==> config.mk <==
export PLATFORM = sky130hd
export DESIGN_NAME = tpa_table_pointer_access
export DESIGN_NICKNAME = d
export VERILOG_FILES = /design/src/tpa_pkg.sv /design/src/tpa_hold_mem.sv /design/src/tpa_ptr_step.sv /design/src/tpa_table_pointer_access.sv
export VERILOG_INCLUDE_DIRS = /design/src
export SDC_FILE = /design/constraint.sdc
export NUM_CORES = 1
export LEC_CHECK = 0
export BUFFER_PORTS_ARGS = -buffer_cell sky130_fd_sc_hd__buf_2
export CAP_MARGIN = 15
export CORE_UTILIZATION = 30
export CTS_BUF_LIST = sky130_fd_sc_hd__clkbuf_4
export DETAILED_ROUTE_END_ITERATION = 7
export GPL_TIMING_DRIVEN = 0
export PLACE_DENSITY = 0.5
export SYNTH_ARGS = -nofsm -noshare
export SYNTH_HDL_FRONTEND = slang
export SYNTH_HIERARCHICAL = 1
export SYNTH_SLANG_ARGS = --single-unit
export TNS_END_PERCENT = 10
==> constraint.sdc <==
create_clock -name core_clk -period 9 [get_ports core_clk]
set_input_delay 1.35 -clock core_clk [delete_from_list [all_inputs] [get_ports core_clk]]
set_output_delay 1.35 -clock core_clk [all_outputs]
set_load 0.01 [all_outputs]
==> src/tpa_cfg.svh <==
// Constants for the table pointer access block.
`ifndef TPA_CFG_SVH
`define TPA_CFG_SVH

`define TPA_PTR_W 22
`define TPA_LOW_W 21
`define TPA_TOP_BIT 21
`define TPA_LOW_HI 20
`define TPA_BLK_HI 21
`define TPA_BLK_LO 10
`define TPA_BLK_W 12
`define TPA_HOLD_HI 6
`define TPA_HOLD_LO 1
`define TPA_HOLD_AW 6
`define TPA_HOLD_DEPTH 64
`define TPA_LANE_BIT 0
`define TPA_BYTE_W 8
`define TPA_WORD_W 16
`define TPA_UPPER_USED 6
`define TPA_LOW_ONE 21'h00_0001
`define TPA_PTR_RST 22'h00_0000
`define TPA_BYTE_RST 8'h00
`define TPA_WORD_RST 16'h0000
`define TPA_BLK_RST 12'h000
`define TPA_UPPER_PAD 2'h0
`define TPA_SFR_LATCH 2'h0
`define TPA_SFR_PTR_LOW 2'h1
`define TPA_SFR_PTR_HIGH 2'h2
`define TPA_SFR_PTR_UPPER 2'h3

`endif

==> src/tpa_pkg.sv <==
// Types shared by the table pointer access block.
package tpa_pkg;

    typedef enum logic [1:0] {
        TPA_PTR_KEEP,
        TPA_PTR_POST_INC,
        TPA_PTR_POST_DEC,
        TPA_PTR_PRE_INC
    } tpa_ptr_mode_t;

    typedef enum logic [1:0] {
        TPA_ST_IDLE,
        TPA_ST_RD_WAIT,
        TPA_ST_EXT_CYCLE
    } tpa_state_t;

endpackage

==> src/tpa_hold_mem.sv <==
// Holding register memory: byte-lane writes, registered read data.
`timescale 1ns/1ps
`include "tpa_cfg.svh"

module tpa_hold_mem (
    input wire logic core_clk,
    input wire logic clkEn,
    input wire logic wrEn,
    input wire logic [`TPA_HOLD_AW-1:0] wrAddr,
    input wire logic wrLane,
    input wire logic [`TPA_BYTE_W-1:0] wrData,
    input wire logic [`TPA_HOLD_AW-1:0] rdAddr,
    output logic [`TPA_WORD_W-1:0] rdData
);

    logic [`TPA_WORD_W-1:0] mem [`TPA_HOLD_DEPTH];

    always_ff @(posedge core_clk) begin
        if (clkEn) begin
            if (wrEn && wrLane) begin
                mem[wrAddr][`TPA_WORD_W-1:`TPA_BYTE_W] <= wrData;
            end
            if (wrEn && !wrLane) begin
                mem[wrAddr][`TPA_BYTE_W-1:0] <= wrData;
            end
            rdData <= mem[rdAddr];
        end
    end

endmodule // tpa_hold_mem

==> src/tpa_ptr_step.sv <==
// Pointer update unit: access address and updated pointer for one table operation.
`timescale 1ns/1ps
`include "tpa_cfg.svh"

module tpa_ptr_step (
    input wire logic [`TPA_PTR_W-1:0] ptrIn,
    input wire tpa_pkg::tpa_ptr_mode_t mode,
    output logic [`TPA_PTR_W-1:0] accessAddr,
    output logic [`TPA_PTR_W-1:0] ptrOut
);

    logic [`TPA_LOW_W-1:0] lowInc;
    logic [`TPA_LOW_W-1:0] lowDec;

    always_comb begin
        lowInc = ptrIn[`TPA_LOW_HI:0] + `TPA_LOW_ONE;
        lowDec = ptrIn[`TPA_LOW_HI:0] - `TPA_LOW_ONE;
        accessAddr = ptrIn;
        ptrOut = ptrIn;
        case (mode)
            tpa_pkg::TPA_PTR_KEEP: begin
                ptrOut = ptrIn;
            end
            tpa_pkg::TPA_PTR_POST_INC: begin
                ptrOut = {ptrIn[`TPA_TOP_BIT], lowInc};
            end
            tpa_pkg::TPA_PTR_POST_DEC: begin
                ptrOut = {ptrIn[`TPA_TOP_BIT], lowDec};
            end
            tpa_pkg::TPA_PTR_PRE_INC: begin
                accessAddr = {ptrIn[`TPA_TOP_BIT], lowInc};
                ptrOut = {ptrIn[`TPA_TOP_BIT], lowInc};
            end
            default: begin
                ptrOut = ptrIn;
            end
        endcase
    end

endmodule // tpa_ptr_step

==> src/tpa_table_pointer_access.sv <==
// Table pointer access: transfer latch, pointer, holding registers and word write bus.
// What this block does
// - Eight-bit transfer latch reachable as register.
// - Pointer is 22 bits from three bytes.
// - Low 21 bits memory, top bit config.
// - Automatic updates touch only low 21 bits.
// - Four pointer modes on each table operation.
// - Table read uses all 22 pointer bits.
// - Table write outside word mode picks holding register by bits 6:1, byte lane by bit 0.
// - Write start uses bits 21:10 as block.
// - Erase uses the 12 top bits only.
// - Even word-mode write latches byte, bus floats.
// - Odd write drives latch high, held low.
// - High strobe on odd word-mode writes only, low strobe unused.
// - Byte address shows bit 0, both selects.
// - Word mode affects table writes only; reads ignore it.
`timescale 1ns/1ps
`include "tpa_cfg.svh"

module tpa_table_pointer_access (
    input wire logic core_clk,
    input wire logic rst_n,
    input wire logic clkEn,
    input wire logic sfrWrEn,
    input wire logic [1:0] sfrSel,
    input wire logic [`TPA_BYTE_W-1:0] sfrWrData,
    input wire logic opValid,
    input wire logic opIsWrite,
    input wire tpa_pkg::tpa_ptr_mode_t opMode,
    input wire logic wordWriteMode,
    input wire logic [`TPA_BYTE_W-1:0] progRdData,
    input wire logic progRdValid,
    input wire logic flashWrStart,
    input wire logic flashEraseSel,
    input wire logic [`TPA_HOLD_AW-1:0] holdRdAddr,
    output logic [`TPA_BYTE_W-1:0] tableTransferLatch,
    output logic [`TPA_BYTE_W-1:0] pointerLowByte,
    output logic [`TPA_BYTE_W-1:0] pointerHighByte,
    output logic [`TPA_BYTE_W-1:0] pointerUpperByte,
    output logic opBusy,
    output logic opDone,
    output logic progRdReq,
    output logic [`TPA_PTR_W-1:0] progRdAddr,
    output logic configSpaceSel,
    output logic flashGo,
    output logic flashErase,
    output logic [`TPA_BLK_W-1:0] flashBlockAddr,
    output logic [`TPA_WORD_W-1:0] holdRdData,
    output logic [`TPA_PTR_W-1:0] extAddr,
    output logic [`TPA_WORD_W-1:0] adOut,
    output logic adOe,
    output logic highWriteStrobe,
    output logic lowWriteStrobe,
    output logic byteAddressPin,
    output logic upperByteSelect,
    output logic lowerByteSelect
);

    // ----------------------------------------------------------------
    // Pointer step and holding memory
    // ----------------------------------------------------------------

    tpa_pkg::tpa_state_t state;
    tpa_pkg::tpa_state_t next_state;
    logic [`TPA_PTR_W-1:0] ptr;
    logic [`TPA_PTR_W-1:0] next_ptr;
    logic [`TPA_PTR_W-1:0] stepAddr;
    logic [`TPA_PTR_W-1:0] stepPtr;
    logic [`TPA_BYTE_W-1:0] next_latch;
    logic [`TPA_BYTE_W-1:0] holdByte;
    logic [`TPA_BYTE_W-1:0] next_holdByte;
    logic accept;
    logic memWe;

    tpa_ptr_step u_step (
        .ptrIn(ptr),
        .mode(opMode),
        .accessAddr(stepAddr),
        .ptrOut(stepPtr)
    );

    assign accept = opValid && (state == tpa_pkg::TPA_ST_IDLE);
    assign memWe = accept && opIsWrite && !wordWriteMode;

    tpa_hold_mem u_hold (
        .core_clk(core_clk),
        .clkEn(clkEn),
        .wrEn(memWe),
        .wrAddr(stepAddr[`TPA_HOLD_HI:`TPA_HOLD_LO]),
        .wrLane(stepAddr[`TPA_LANE_BIT]),
        .wrData(tableTransferLatch),
        .rdAddr(holdRdAddr),
        .rdData(holdRdData)
    );

    // ----------------------------------------------------------------
    // Next-state logic
    // ----------------------------------------------------------------

    logic next_opBusy;
    logic next_opDone;
    logic next_progRdReq;
    logic [`TPA_PTR_W-1:0] next_progRdAddr;
    logic next_configSpaceSel;
    logic next_flashGo;
    logic next_flashErase;
    logic [`TPA_BLK_W-1:0] next_flashBlockAddr;
    logic [`TPA_PTR_W-1:0] next_extAddr;
    logic [`TPA_WORD_W-1:0] next_adOut;
    logic next_adOe;
    logic next_highWriteStrobe;
    logic next_byteAddressPin;
    logic next_upperByteSelect;
    logic next_lowerByteSelect;

    always_comb begin
        next_state = state;
        next_ptr = ptr;
        next_latch = tableTransferLatch;
        next_holdByte = holdByte;
        next_opDone = 1'b0;
        next_progRdReq = 1'b0;
        next_progRdAddr = progRdAddr;
        next_configSpaceSel = configSpaceSel;
        next_flashGo = 1'b0;
        next_flashErase = flashErase;
        next_flashBlockAddr = flashBlockAddr;
        next_extAddr = extAddr;
        next_adOut = adOut;
        next_adOe = 1'b0;
        next_highWriteStrobe = 1'b0;
        next_byteAddressPin = byteAddressPin;
        next_upperByteSelect = 1'b0;
        next_lowerByteSelect = 1'b0;

        if (sfrWrEn) begin
            case (sfrSel)
                `TPA_SFR_LATCH: begin
                    next_latch = sfrWrData;
                end
                `TPA_SFR_PTR_LOW: begin
                    next_ptr[`TPA_BYTE_W-1:0] = sfrWrData;
                end
                `TPA_SFR_PTR_HIGH: begin
                    next_ptr[`TPA_WORD_W-1:`TPA_BYTE_W] = sfrWrData;
                end
                `TPA_SFR_PTR_UPPER: begin
                    next_ptr[`TPA_PTR_W-1:`TPA_WORD_W] = sfrWrData[`TPA_UPPER_USED-1:0];
                end
                default: begin
                    next_ptr = ptr;
                end
            endcase
        end

        if (flashWrStart) begin
            next_flashGo = 1'b1;
            next_flashErase = flashEraseSel;
            next_flashBlockAddr = ptr[`TPA_BLK_HI:`TPA_BLK_LO];
        end

        case (state)
            tpa_pkg::TPA_ST_IDLE: begin
                if (accept) begin
                    next_ptr = stepPtr;
                    if (!opIsWrite) begin
                        next_progRdReq = 1'b1;
                        next_progRdAddr = stepAddr;
                        next_configSpaceSel = stepAddr[`TPA_TOP_BIT];
                        next_state = tpa_pkg::TPA_ST_RD_WAIT;
                    end else if (wordWriteMode) begin
                        next_extAddr = stepAddr;
                        next_byteAddressPin = stepAddr[`TPA_LANE_BIT];
                        next_state = tpa_pkg::TPA_ST_EXT_CYCLE;
                        if (stepAddr[`TPA_LANE_BIT]) begin
                            next_adOut = {tableTransferLatch, holdByte};
                            next_adOe = 1'b1;
                            next_highWriteStrobe = 1'b1;
                            next_upperByteSelect = 1'b1;
                            next_lowerByteSelect = 1'b1;
                        end else begin
                            next_holdByte = tableTransferLatch;
                        end
                    end else begin
                        next_opDone = 1'b1;
                    end
                end
            end
            tpa_pkg::TPA_ST_RD_WAIT: begin
                if (progRdValid) begin
                    next_latch = progRdData;
                    next_opDone = 1'b1;
                    next_state = tpa_pkg::TPA_ST_IDLE;
                end
            end
            tpa_pkg::TPA_ST_EXT_CYCLE: begin
                next_opDone = 1'b1;
                next_state = tpa_pkg::TPA_ST_IDLE;
            end
            default: begin
                next_state = tpa_pkg::TPA_ST_IDLE;
            end
        endcase

        next_opBusy = (next_state != tpa_pkg::TPA_ST_IDLE);
    end

    // ----------------------------------------------------------------
    // State registers
    // ----------------------------------------------------------------

    always_ff @(posedge core_clk or negedge rst_n) begin
        if (!rst_n) begin
            state <= tpa_pkg::TPA_ST_IDLE;
            ptr <= `TPA_PTR_RST;
            tableTransferLatch <= `TPA_BYTE_RST;
            holdByte <= `TPA_BYTE_RST;
            opBusy <= 1'b0;
            opDone <= 1'b0;
            progRdReq <= 1'b0;
            progRdAddr <= `TPA_PTR_RST;
            configSpaceSel <= 1'b0;
            flashGo <= 1'b0;
            flashErase <= 1'b0;
            flashBlockAddr <= `TPA_BLK_RST;
            extAddr <= `TPA_PTR_RST;
            adOut <= `TPA_WORD_RST;
            adOe <= 1'b0;
            highWriteStrobe <= 1'b0;
            lowWriteStrobe <= 1'b0;
            byteAddressPin <= 1'b0;
            upperByteSelect <= 1'b0;
            lowerByteSelect <= 1'b0;
        end else if (clkEn) begin
            state <= next_state;
            ptr <= next_ptr;
            tableTransferLatch <= next_latch;
            holdByte <= next_holdByte;
            opBusy <= next_opBusy;
            opDone <= next_opDone;
            progRdReq <= next_progRdReq;
            progRdAddr <= next_progRdAddr;
            configSpaceSel <= next_configSpaceSel;
            flashGo <= next_flashGo;
            flashErase <= next_flashErase;
            flashBlockAddr <= next_flashBlockAddr;
            extAddr <= next_extAddr;
            adOut <= next_adOut;
            adOe <= next_adOe;
            highWriteStrobe <= next_highWriteStrobe;
            lowWriteStrobe <= 1'b0;
            byteAddressPin <= next_byteAddressPin;
            upperByteSelect <= next_upperByteSelect;
            lowerByteSelect <= next_lowerByteSelect;
        end
    end

    // ----------------------------------------------------------------
    // Register read views
    // ----------------------------------------------------------------

    assign pointerLowByte = ptr[`TPA_BYTE_W-1:0];
    assign pointerHighByte = ptr[`TPA_WORD_W-1:`TPA_BYTE_W];
    assign pointerUpperByte = {`TPA_UPPER_PAD, ptr[`TPA_PTR_W-1:`TPA_WORD_W]};

endmodule // tpa_table_pointer_access

==> results of run 1 <==
## cells by family after synthesis
group | Yosys count
flip-flops | 1158
multiplexers | 424
AND/OR/NAND/NOR | 393
AO/OA/AOI/OAI | 221
buffers and inverters | 167
XOR/XNOR | 40
adder cells (fa/ha/maj) | 2
other | 1
## state kept, by name, indices dropped and copies added, names as in the netlist
| register | flops |
|---|---|
| u_hold/mem | 1024 |
| extAddr | 22 |
| progRdAddr | 22 |
| ptr | 22 |
| adOut | 16 |
| u_hold/rdData | 16 |
| flashBlockAddr | 12 |
| holdByte | 8 |
| tableTransferLatch | 8 |
| state | 2 |
| flashErase | 1 |
| flashGo | 1 |
| lowerByteSelect | 1 |
| opBusy | 1 |
| opDone | 1 |
| progRdReq | 1 |
## layout by cell type (no fill, tap or decap), types with 9 or more instances in the layout
cell,netlist,final
edfxtp_1,1040,1040
clkbuf_4,0,439
mux4_2,231,231
buf_2,32,193
nor2_1,164,164
dfrtp_1,118,110
mux2_2,98,98
mux2i_1,87,87
nand2_1,70,70
clkbuf_1,60,57
clkinv_1,0,50
a22oi_1,40,40
nand3_1,39,39
buf_4,32,34
nor2b_1,31,31
a21oi_1,28,28
xor2_1,26,25
a2bb2oi_1,22,22
or4b_2,21,21
a221oi_1,19,19
o31ai_1,16,16
buf_6,14,15
o21ai_0,15,15
clkinv_2,0,15
buf_1,14,14
xnor2_1,14,13
inv_1,12,12
a31oi_1,11,11
a311oi_1,11,11
a211o_1,10,10
buf_16,0,10
a41oi_1,9,9
a211oi_1,9,9
## cell usage after synthesis, drive strengths merged (26+ instances only)
master  number  share of area
edfxtp    1040           0.67
mux4       231           0.11
nor2       165          0.013
dfrtp      118          0.064
mux2       106          0.026
buf         93          0.014
mux2i       87          0.019
nand2       71         0.0058
clkbuf      62         0.0053
a22oi       40         0.0065
nand3       40         0.0044
nor2b       31         0.0042
a21oi       29         0.0032
xor2        26         0.0049
## through the flow
stage	util	cells	instance area, um2	power (mW)	worst slack, ps
2_1_floorplan	-	2408	46460	7.904	5275
3_3_place_gp	0.3238	4613	49830	9.052	2984
3_5_place_dp	0.3266	4630	50250	9.119	3210
4_1_cts	0.3502	5141	53890	13.56	4257
5_1_grt	0.3503	5147	53910	13.97	4073
6_report	0.3503	5147	53910	13.39	4341
## where the power goes
part | total, mW | internal [mW] | switching, mW
Combinational | 2.09 | 0.732 | 1.36
Sequential | 6.90 | 6.49 | 0.411
Clock | 4.39 | 2.29 | 2.10
## worst max-delay path, stage by stage (launching register included)
cell and delay, ps:
dfrtp_1 540, ha_1 280, nand3_1 110, xnor2_1 510
clkbuf_1 330, nand3_1 810, clkbuf_1 700, nor2_1 970
## worst max-delay path by stage
stage | startpoint | end | slack, ps | cells after the start
2_1_floorplan | opMode[0] | u_hold/mem[36][0] | 5270 | 9
6_report | ptr[0] | u_hold/mem[23][9] | 4340 | 7
3_5_place_dp | opValid | u_hold/mem[61][3] | 3210 | 8
5_1_grt | ptr[0] | u_hold/mem[56][5] | 4070 | 8
3_3_place_gp | opValid | u_hold/mem[50][11] | 2980 | 8
4_1_cts | state[1] | u_hold/mem[61][7] | 4260 | 7
## cell type report
cell class,instances,area [um2],share of cell area
inverters,12,45.04,0.0008356
clock inverters,71,337.8,0.006267
multi-input cells,1083,11370,0.2110
repair buffers,180,1192,0.02212
plain buffers,155,878.3,0.01629
well taps,2044,2557,0.04744
flip-flops and latches,1158,34210,0.6347
clock buffers,439,3296,0.06114
diodes,5,12.51,0.0002321
## timing repair
item                                   in CTS  in global routing
endpoints found under the hold margin       6                  0
resized for setup                           0                  0
hold buffers                                1                  0
## layer usage
layer  global-route usage  part of all wire  up-vias
li1                     -                 -    10990
met1               0.2258              0.41    13800
met2               0.2797              0.48     1235
met3              0.05054             0.086      248
met4              0.06433             0.028       12
met5                    0           0.00050        -
==> impl_results.md, run 1 <==
- Sink Count: 1158
- GR Overflow Total: 0
- Flop-to-flop setup slack: 4340 ps
- Post-synthesis cell count: 2406
- Standard-cell rows: 144
- TritonCTS clock tree: built
- Crit path DAT: 5430 ps
- Status: complete, no violations
- MaxCap Viol Count: 0
- Clock buffer count from CTS: 317
- WL final: 138300 um
- Vias per inst: 5.106
- GRT Total Usage: 0.1752
- Drt initial violations: 2338
- Post-synth EDFFs: 1040
- Power Dens Cells: 248.3 mW/mm2
- Cells on Worst Hold Path: 2
- Nets: 2945
- Synth Flop Type: edfxtp_1
- Simple-gate share of the synthesized area: 0.04355
- Layout cell share with drive strength beyond 1: 0.3570
- Worst-Skew Late Latency: 1240 ps
- Fmax achieved: 214.6 MHz
- CP Launch Type: flip-flop
- Peak supply drop: 165.0 uV
- Post-DP HPWL: 92680 um
- Routability congestion estimate: 0.8653
- Post-synthesis xor/xnor area fraction: 0.007541
- Adder-cell share of the synthesized area: 0.0005387
- DR vias: 26280
- Compound-cell area share of the yosys netlist: 0.03558
- Crit Path Max Fanout: 10
- Tcrit/Tclk final: 0.5177
- Leak pwr: 17.93 nW
- Clock transition at path regs: 60 ps
- Critical Setup Path Class: reg -> reg
- Final min period: 4659 ps
- DRC: 0
- Pin count of the biggest net entering global routing: 88
- Initial antenna violation count: 13
- Htree depth: 5
- Port buffer count: 161
- Vias in the first global route: 27330
- Area Growth Syn to Fin: 16.04%
- Multiplexer share of the synthesized area: 0.1571
- Final Hold Vio Count: 0
- Final slew viol count: 0
- Launching point of the worst reg2reg path: ptr[0]
- Initial Util: 0.3019
- Clk root buf: clkbuf_4
- Distinct cell type count after synthesis: 69
- Routed len/inst: 26.86 um
- Worst Skew: 120.1 ps
- Ports: 168
- Antenna Nets Post-Route: 0
- Slew @ Worst Pin: 1275 ps
- Post-synthesis sequential area ratio: 0.7358
- Mapped Avg Cell Area: 19.31 um2
- Clk buf depth: 4
- RSZ-0062 raised after global routing: no
- Min-delay worst type: in -> reg
- Hold Path Origin: flashEraseSel
- Flops & latches, synth: 1158
- Filler Cells Inserted: 14710
- WHS: 393.7 ps
- Crit end category: flip-flop
- Die W: 395.5 um
- Netlist Area Pre-Place: 0.04645 mm2
- Post-synthesis async set-or-reset flop share: 0.1019
- R2R cell count: 7
- Final setup vio count: 0
- Core Region: 0.1539 mm2
- Worst Path Required: 9770 ps
- Largest family of logic cells by synthesized area: multiplexers
- Die ar.: 0.1564 mm2
- Die Height: 395.5 um
- Worst hold endpoint: flashErase
- Yosys warning count: 6
- Relative slew slack: 0.1499
- Buffers inserted by post-CTS timing repair: 0
- Global-route wire length before repair: 195900 um
- Router iterations before antenna repair: 5
- TNS Setup: 0 ps
- Endpoint of the worst-slack reg-to-reg timing path: u_hold/mem[23][9]
Note: power is estimated with default switching activity, not from simulation.
==> inputs of run 2 (changes only) <==
--- a/config.mk
+++ b/config.mk
@@ -12,7 +12,7 @@
 export CTS_BUF_LIST = sky130_fd_sc_hd__clkbuf_4
 export DETAILED_ROUTE_END_ITERATION = 7
 export GPL_TIMING_DRIVEN = 0
-export PLACE_DENSITY = 0.5
+export PLACE_DENSITY = 0.51
 export SYNTH_ARGS = -nofsm -noshare
 export SYNTH_HDL_FRONTEND = slang
 export SYNTH_HIERARCHICAL = 1
==> constraint.sdc (replaced) <==
create_clock -name core_clk -period 3.9 [get_ports core_clk]
set_input_delay 0.585 -clock core_clk [delete_from_list [all_inputs] [get_ports core_clk]]
set_output_delay 0.585 -clock core_clk [all_outputs]
set_load 0.01 [all_outputs]
==> run 2 against run 1 <==
  * The run now ends with setup timing left
  * Die area unchanged
  * Sequential share of layout area decreased by 1.7 points
  * Combinational power increased to 2.6 times the previous value
  * Power increased by 140%
  * Largest power group unchanged
  * Clock power increased by 130%
  * Non-clock buffer count increased by 59
  * Clock skew decreased by 23 ps
  * Routed wire length decreased by 0.51%
  * Critical path depth unchanged
  * Cell area increased by 2.8%
==> impl_results.md, run 2 (synthesis gave the netlist of run 1 again) <==
- Initial Util: 0.3019
- Routed len/inst: 26.44 um
- Relative slew slack: 0.2271
- Power Dens Cells: 568.1 mW/mm2
- DR vias: 26080
- RSZ-0062 raised after global routing: yes
- GR Overflow Total: 0
- Global-route wire length before repair: 195400 um
- WL final: 137500 um
- Layout cell share with drive strength beyond 1: 0.3982
- Clock buffer count from CTS: 314
- Antenna Nets Post-Route: 0
- Core Region: 0.1539 mm2
- Area Growth Syn to Fin: 19.30%
- DRC: 0
- Drt initial violations: 2061
- Worst Skew: 97.21 ps
- Post-DP HPWL: 90380 um
- Vias in the first global route: 26950
- Clk root buf: clkbuf_4
- Final min period: 4005 ps
- Buf+Inv Stages, Crit Path: 1
- CP Launch Type: flip-flop
- Initial antenna violation count: 9
- Post-Route Utilization: 0.3602
- Crit path DAT: 4850 ps
- Max incr delay on CP: 610 ps
- Min-delay worst type: in -> reg
- Failing checks: setup timing
- Port buffer count: 161
- Pin count of the biggest net entering global routing: 87
- Buffers inserted by post-CTS timing repair: 0
- Final setup vio count: 77
- Tcrit/Tclk final: 1.027
- GRT Total Usage: 0.1748
- Fmax achieved: 249.7 MHz
- Critical-path cell list: or3b_2 -> clkbuf_1 -> nor3b_2 -> nand3_1 -> nor2_2 -> nand3_2 -> nor2_2
- Router iterations before antenna repair: 5
- Slowest CP cell: nor2_2
- Die ar.: 0.1564 mm2
- MaxCap Viol Count: 0
- Leak pwr: 18.26 nW
- Most Frequent Cell on Critical Path: nor2_2
- Standard-cell rows: 144
- Commonest non-fill, non-tap cell in the layout: edfxtp_1
- Routability congestion estimate: 0.8522
- Sink Count: 1158
- Commonest cells after routing, fill and taps aside: edfxtp_1 (1040), clkbuf_4 (441), mux4_2 (231)
- Crit end category: flip-flop
- Clk buf depth: 4
- WHS: 165.0 ps
- Peak supply drop: 338.4 uV
- Nets: 3001
- Htree depth: 5
- Worst Path Required: 4750 ps
- Crit Path Max Fanout: 10
- Die W: 395.5 um
- Final Hold Vio Count: 0
- TritonCTS clock tree: built
- Die Height: 395.5 um
- Critical Setup Path Class: reg -> reg
- Status: finished, violations left
- Clock transition at path regs: 70 ps
- Max reg flops: 1024
- Slew @ Worst Pin: 1151 ps
- Vias per inst: 5.013
- Largest register by flop count: u_hold/mem
- Final slew viol count: 0
- Dominant delay contributor by cell family on the critical path: simple AND/OR/NAND/NOR gates
- Ports: 168
- Worst-Skew Late Latency: 1240 ps
- Final WS setup: -105.3 ps
[run 2: cell types whose count changed in the layout (fill, tap and decap cells not counted), moves of 3 or more]
cell | before | now
buf_16 | 10 | 14
nand2_2 | 1 | 6
nor2_4 | 0 | 69
nand2_1 | 70 | 65
nand3_1 | 39 | 34
dlygate4sd3_1 | 1 | 54
buf_12 | 1 | 4
nor2_2 | 1 | 63
nor2_1 | 164 | 33
nand3_2 | 1 | 6
clkinv_2 | 15 | 4
diode_2 | 5 | 9
[run 2: layout make-up]
type	count	area, um2
repair buffers	239	1903
diodes	9	22.52
multi-input cells	1083	12150
clock buffers	441	3311
clock inverters	61	339.1
flip-flops and latches	1158	34210
inverters	12	45.04
well taps	2044	2557
plain buffers	155	880.8
fillers	14600	98450
[run 2: path summary, 6_finish.rpt]
path | depth (start not counted) | slack [ps] | endpoint | start
min | 5 | 170 | ptr[8] | sfrSel[0]
min reg2reg | 1 | 490 | progRdReq | progRdReq
max in group asynchronous | 4 | 2950 | tableTransferLatch[3] | rst_n
max | 7 | -110 | u_hold/mem[63][4] | state[1]
max reg2reg | 7 | -110 | u_hold/mem[63][4] | state[1]
min in group asynchronous | 4 | 490 | holdByte[3] | rst_n
[run 2: what timing repair did]
action / 4_1_cts / 5_1_grt
gates cloned: 0 / 0
resized for setup: 133 / 96
hold endpoints to repair: 203 / 0
hold buffers: 56 / 0
endpoints found under the setup margin: 1024 / 1004
pin swaps: 0 / 2
[run 2: power breakdown]
part           internal, mW  total, mW  switching (mW)
clock network          5.41       10.3            4.91
logic                  1.86       5.34            3.48
registers              15.0       15.8           0.853
total                  22.2       31.5            9.24
[run 2: tightest hold or removal path: stages]
cell and delay (ps):
buf_2 120, nor2b_1 50, buf_1 200, a41oi_1 260
o2bb2ai_1 80
[run 2: metrics by stage]
stage / power, mW / TNS [ps] / cells / area (um2) / setup slack [ps]
3_3_place_gp: 20.93 / -1789050 / 4613 / 49830 / -1293
3_5_place_dp: 21.05 / -946000 / 4634 / 50360 / -1275
6_report: 31.48 / -3075 / 5202 / 55420 / -105.3
5_1_grt: 32.86 / -28330 / 5201 / 55420 / -200.6
4_1_cts: 31.75 / -69010 / 5192 / 54960 / -240.6
2_1_floorplan: 18.24 / 0 / 2408 / 46460 / 939.9
[run 2: per-layer routing]
metal | vias to the layer above | GRT usage | part of all wire
met4 | 4 | 0.06695 | 0.028
met3 | 241 | 0.04733 | 0.086
met5 | - | 0 | 0.00021
met2 | 1121 | 0.2694 | 0.46
li1 | 11110 | - | -
met1 | 13600 | 0.2347 | 0.42
==> inputs of run 3 (changes only) <==
--- a/config.mk
+++ b/config.mk
@@ -6,13 +6,13 @@
 export SDC_FILE = /design/constraint.sdc
 export NUM_CORES = 1
 export LEC_CHECK = 0
-export BUFFER_PORTS_ARGS = -buffer_cell sky130_fd_sc_hd__buf_2
 export CAP_MARGIN = 15
-export CORE_UTILIZATION = 30
+export CORE_UTILIZATION = 59
 export CTS_BUF_LIST = sky130_fd_sc_hd__clkbuf_4
 export DETAILED_ROUTE_END_ITERATION = 7
+export DONT_BUFFER_PORTS = 1
 export GPL_TIMING_DRIVEN = 0
-export PLACE_DENSITY = 0.51
+export PLACE_DENSITY = 0.83
 export SYNTH_ARGS = -nofsm -noshare
 export SYNTH_HDL_FRONTEND = slang
 export SYNTH_HIERARCHICAL = 1
==> run 3 against run 2 <==
  * The flow still finishes with violations (setup timing)
  * Count of clock-buffer cells in the layout decreased by 28
  * Non-clock buffer count decreased by 167
  * Critical path type unchanged
  * Flip-flop and latch count unchanged
  * Power decreased by 4.3%
  * Critical endpoint is now u_hold/mem[24][4]
==> impl_results.md, run 3 (synthesis gave the netlist of run 1 again) <==
- Status: finished, violations left
- Failing checks: setup timing
- Die ar.: 0.07986 mm2
- Layout cell share with drive strength beyond 1: 0.3614
- Tcrit/Tclk final: 1.039
- Critical-path cell list: ha_1 -> nand2_1 -> nor2_1 -> xor2_2 -> nand3_1 -> nor2_2 -> nand2_1 -> nor2_2
- Crit Path Max Fanout: 8
- Peak supply drop: 429.6 uV
- Area Growth Syn to Fin: 13.85%
- DP Area: 0.04803 mm2
- Post-DP HPWL: 79340 um
- Vias in the first global route: 27360
- Initial Util: 0.5977
- Routed len/inst: 31.24 um
- Power Dens Cells: 569.6 mW/mm2
- Pin count of the biggest net entering global routing: 119
- Largest register by flop count: u_hold/mem
- Router iterations before antenna repair: 8
- Crit end category: flip-flop
- Htree depth: 5
- GRT Total Usage: 0.3147
- Relative slew slack: 0.2082
- Critical Setup Path Class: reg -> reg
- Routability congestion estimate: 0.9338
- Clk root buf: clkbuf_4
- Dominant delay contributor by cell family on the critical path: simple AND/OR/NAND/NOR gates
- Core Region: 0.07772 mm2
- MaxCap Viol Count: 0
- Drt initial violations: 3854
- Sink Count: 1158
- Worst-Skew Late Latency: 1140 ps
- Critical path depth: 8
- Leak pwr: 17.36 nW
- Fmax achieved: 246.8 MHz
- Final slew viol count: 0
- Antenna Nets Post-Route: 0
- Pre-CTS setup slack: -511.9 ps
- CP Launch Type: flip-flop
- Worst Skew: 76.06 ps
- Vias per inst: 6.775
- Final Hold Vio Count: 0
- Slowest CP cell: dfrtp_1
- Port buffer count: 0
- Final setup vio count: 278
- GR Overflow Total: 0
- Commonest non-fill, non-tap cell in the layout: edfxtp_1
- DRC: 0
- Clock transition at path regs: 60 ps
- Final WS setup: -151.6 ps
- Standard-cell rows: 102
- Crit path DAT: 4790 ps
- Commonest cells after routing, fill and taps aside: edfxtp_1 (1040), clkbuf_4 (414), mux4_2 (231)
- Max incr delay on CP: 620 ps
- Flop-to-flop setup slack: -150 ps
- Global-route wire length before repair: 177000 um
- R2R cell count: 8
- Max reg flops: 1024
- WL final: 124800 um
- Slew @ Worst Pin: 1188 ps
- Clk buf depth: 4
- Nets: 2814
- Min-delay worst type: in -> async
- Worst Path Required: 4640 ps
- TritonCTS clock tree: built
- Final min period: 4052 ps
- RSZ-0062 raised after global routing: yes
- Buf+Inv Stages, Crit Path: 0
- Die Height: 282.6 um
- Initial antenna violation count: 4
- Post-layout instance area: 0.05289 mm2
- Clock buffer count from CTS: 294
- DR vias: 27060
- Ports: 168
- Die W: 282.6 um
## run 3: worst reg2reg max path: stages, from the launching register on
cell     delay [ps]
dfrtp_1         620
ha_1            320
nand2_1         130
nor2_1          400
xor2_2          490
nand3_1         240
nor2_2          460
nand2_1         470
nor2_2          570
## run 3: final timing paths
kind	from	to
min	rst_n	extAddr[13]
max in group asynchronous	rst_n	tableTransferLatch[7]
min in group core_clk	progRdValid	tableTransferLatch[3]
max reg2reg	ptr[1]	u_hold/mem[24][4]
min reg2reg	holdByte[0]	adOut[0]
max	ptr[1]	u_hold/mem[24][4]
## run 3: layout make-up
cell class	count	area, um2
Timing Repair Buffer	73	875.8
Buffer	154	888.4
Fill cell	4643	24830
Antenna cell	10	25.02
Tap cell	1040	1301
Sequential cell	1158	34210
Multi-Input combinational cell	1083	12170
Clock buffer	413	3100
Clock inverter	51	272.8
Inverter	12	45.04
## run 3: stage by stage
step                      hold WS [ps]  std cells  total power, mW  setup TNS [ps]    util
final                            80.16       3994            30.12          -17270  0.6805
after global routing             45.04       3992            31.06          -32820  0.6804
after CTS                        14.44       3977            29.89          -11110  0.6748
after detailed placement         293.5       3457            20.11         -303320  0.6180
after global placement           294.0       3448            19.95         -550290  0.6145
after floorplan                  289.4       2408            18.24               0       -
## run 3: metal layers
layer  up-vias  share of wire  global-route usage  routed length [um]
met5         -              0                   0                   0
met4         0          0.051              0.1651                6424
met3       459           0.14              0.1111               17860
met2      2397           0.48              0.4905               59760
met1     13510           0.33              0.3905               40730
li1      10700              -                   -                   -
## run 3: where the power goes
group | switching [mW] | internal (mW)
registers | 1.22 | 15.0
logic | 2.87 | 1.45
clock network | 4.60 | 5.02
## run 3: repair_timing
| action | 4_1_cts | 5_1_grt |
|---|---|---|
| pin swaps | 1 | 2 |
| hold endpoints to repair | 211 | 0 |
| endpoints found under the setup margin | 1015 | 944 |
| gates cloned | 0 | 0 |
| setup buffers | 0 | 8 |
| hold buffers | 56 | 0 |
| gates resized for setup | 152 | 92 |
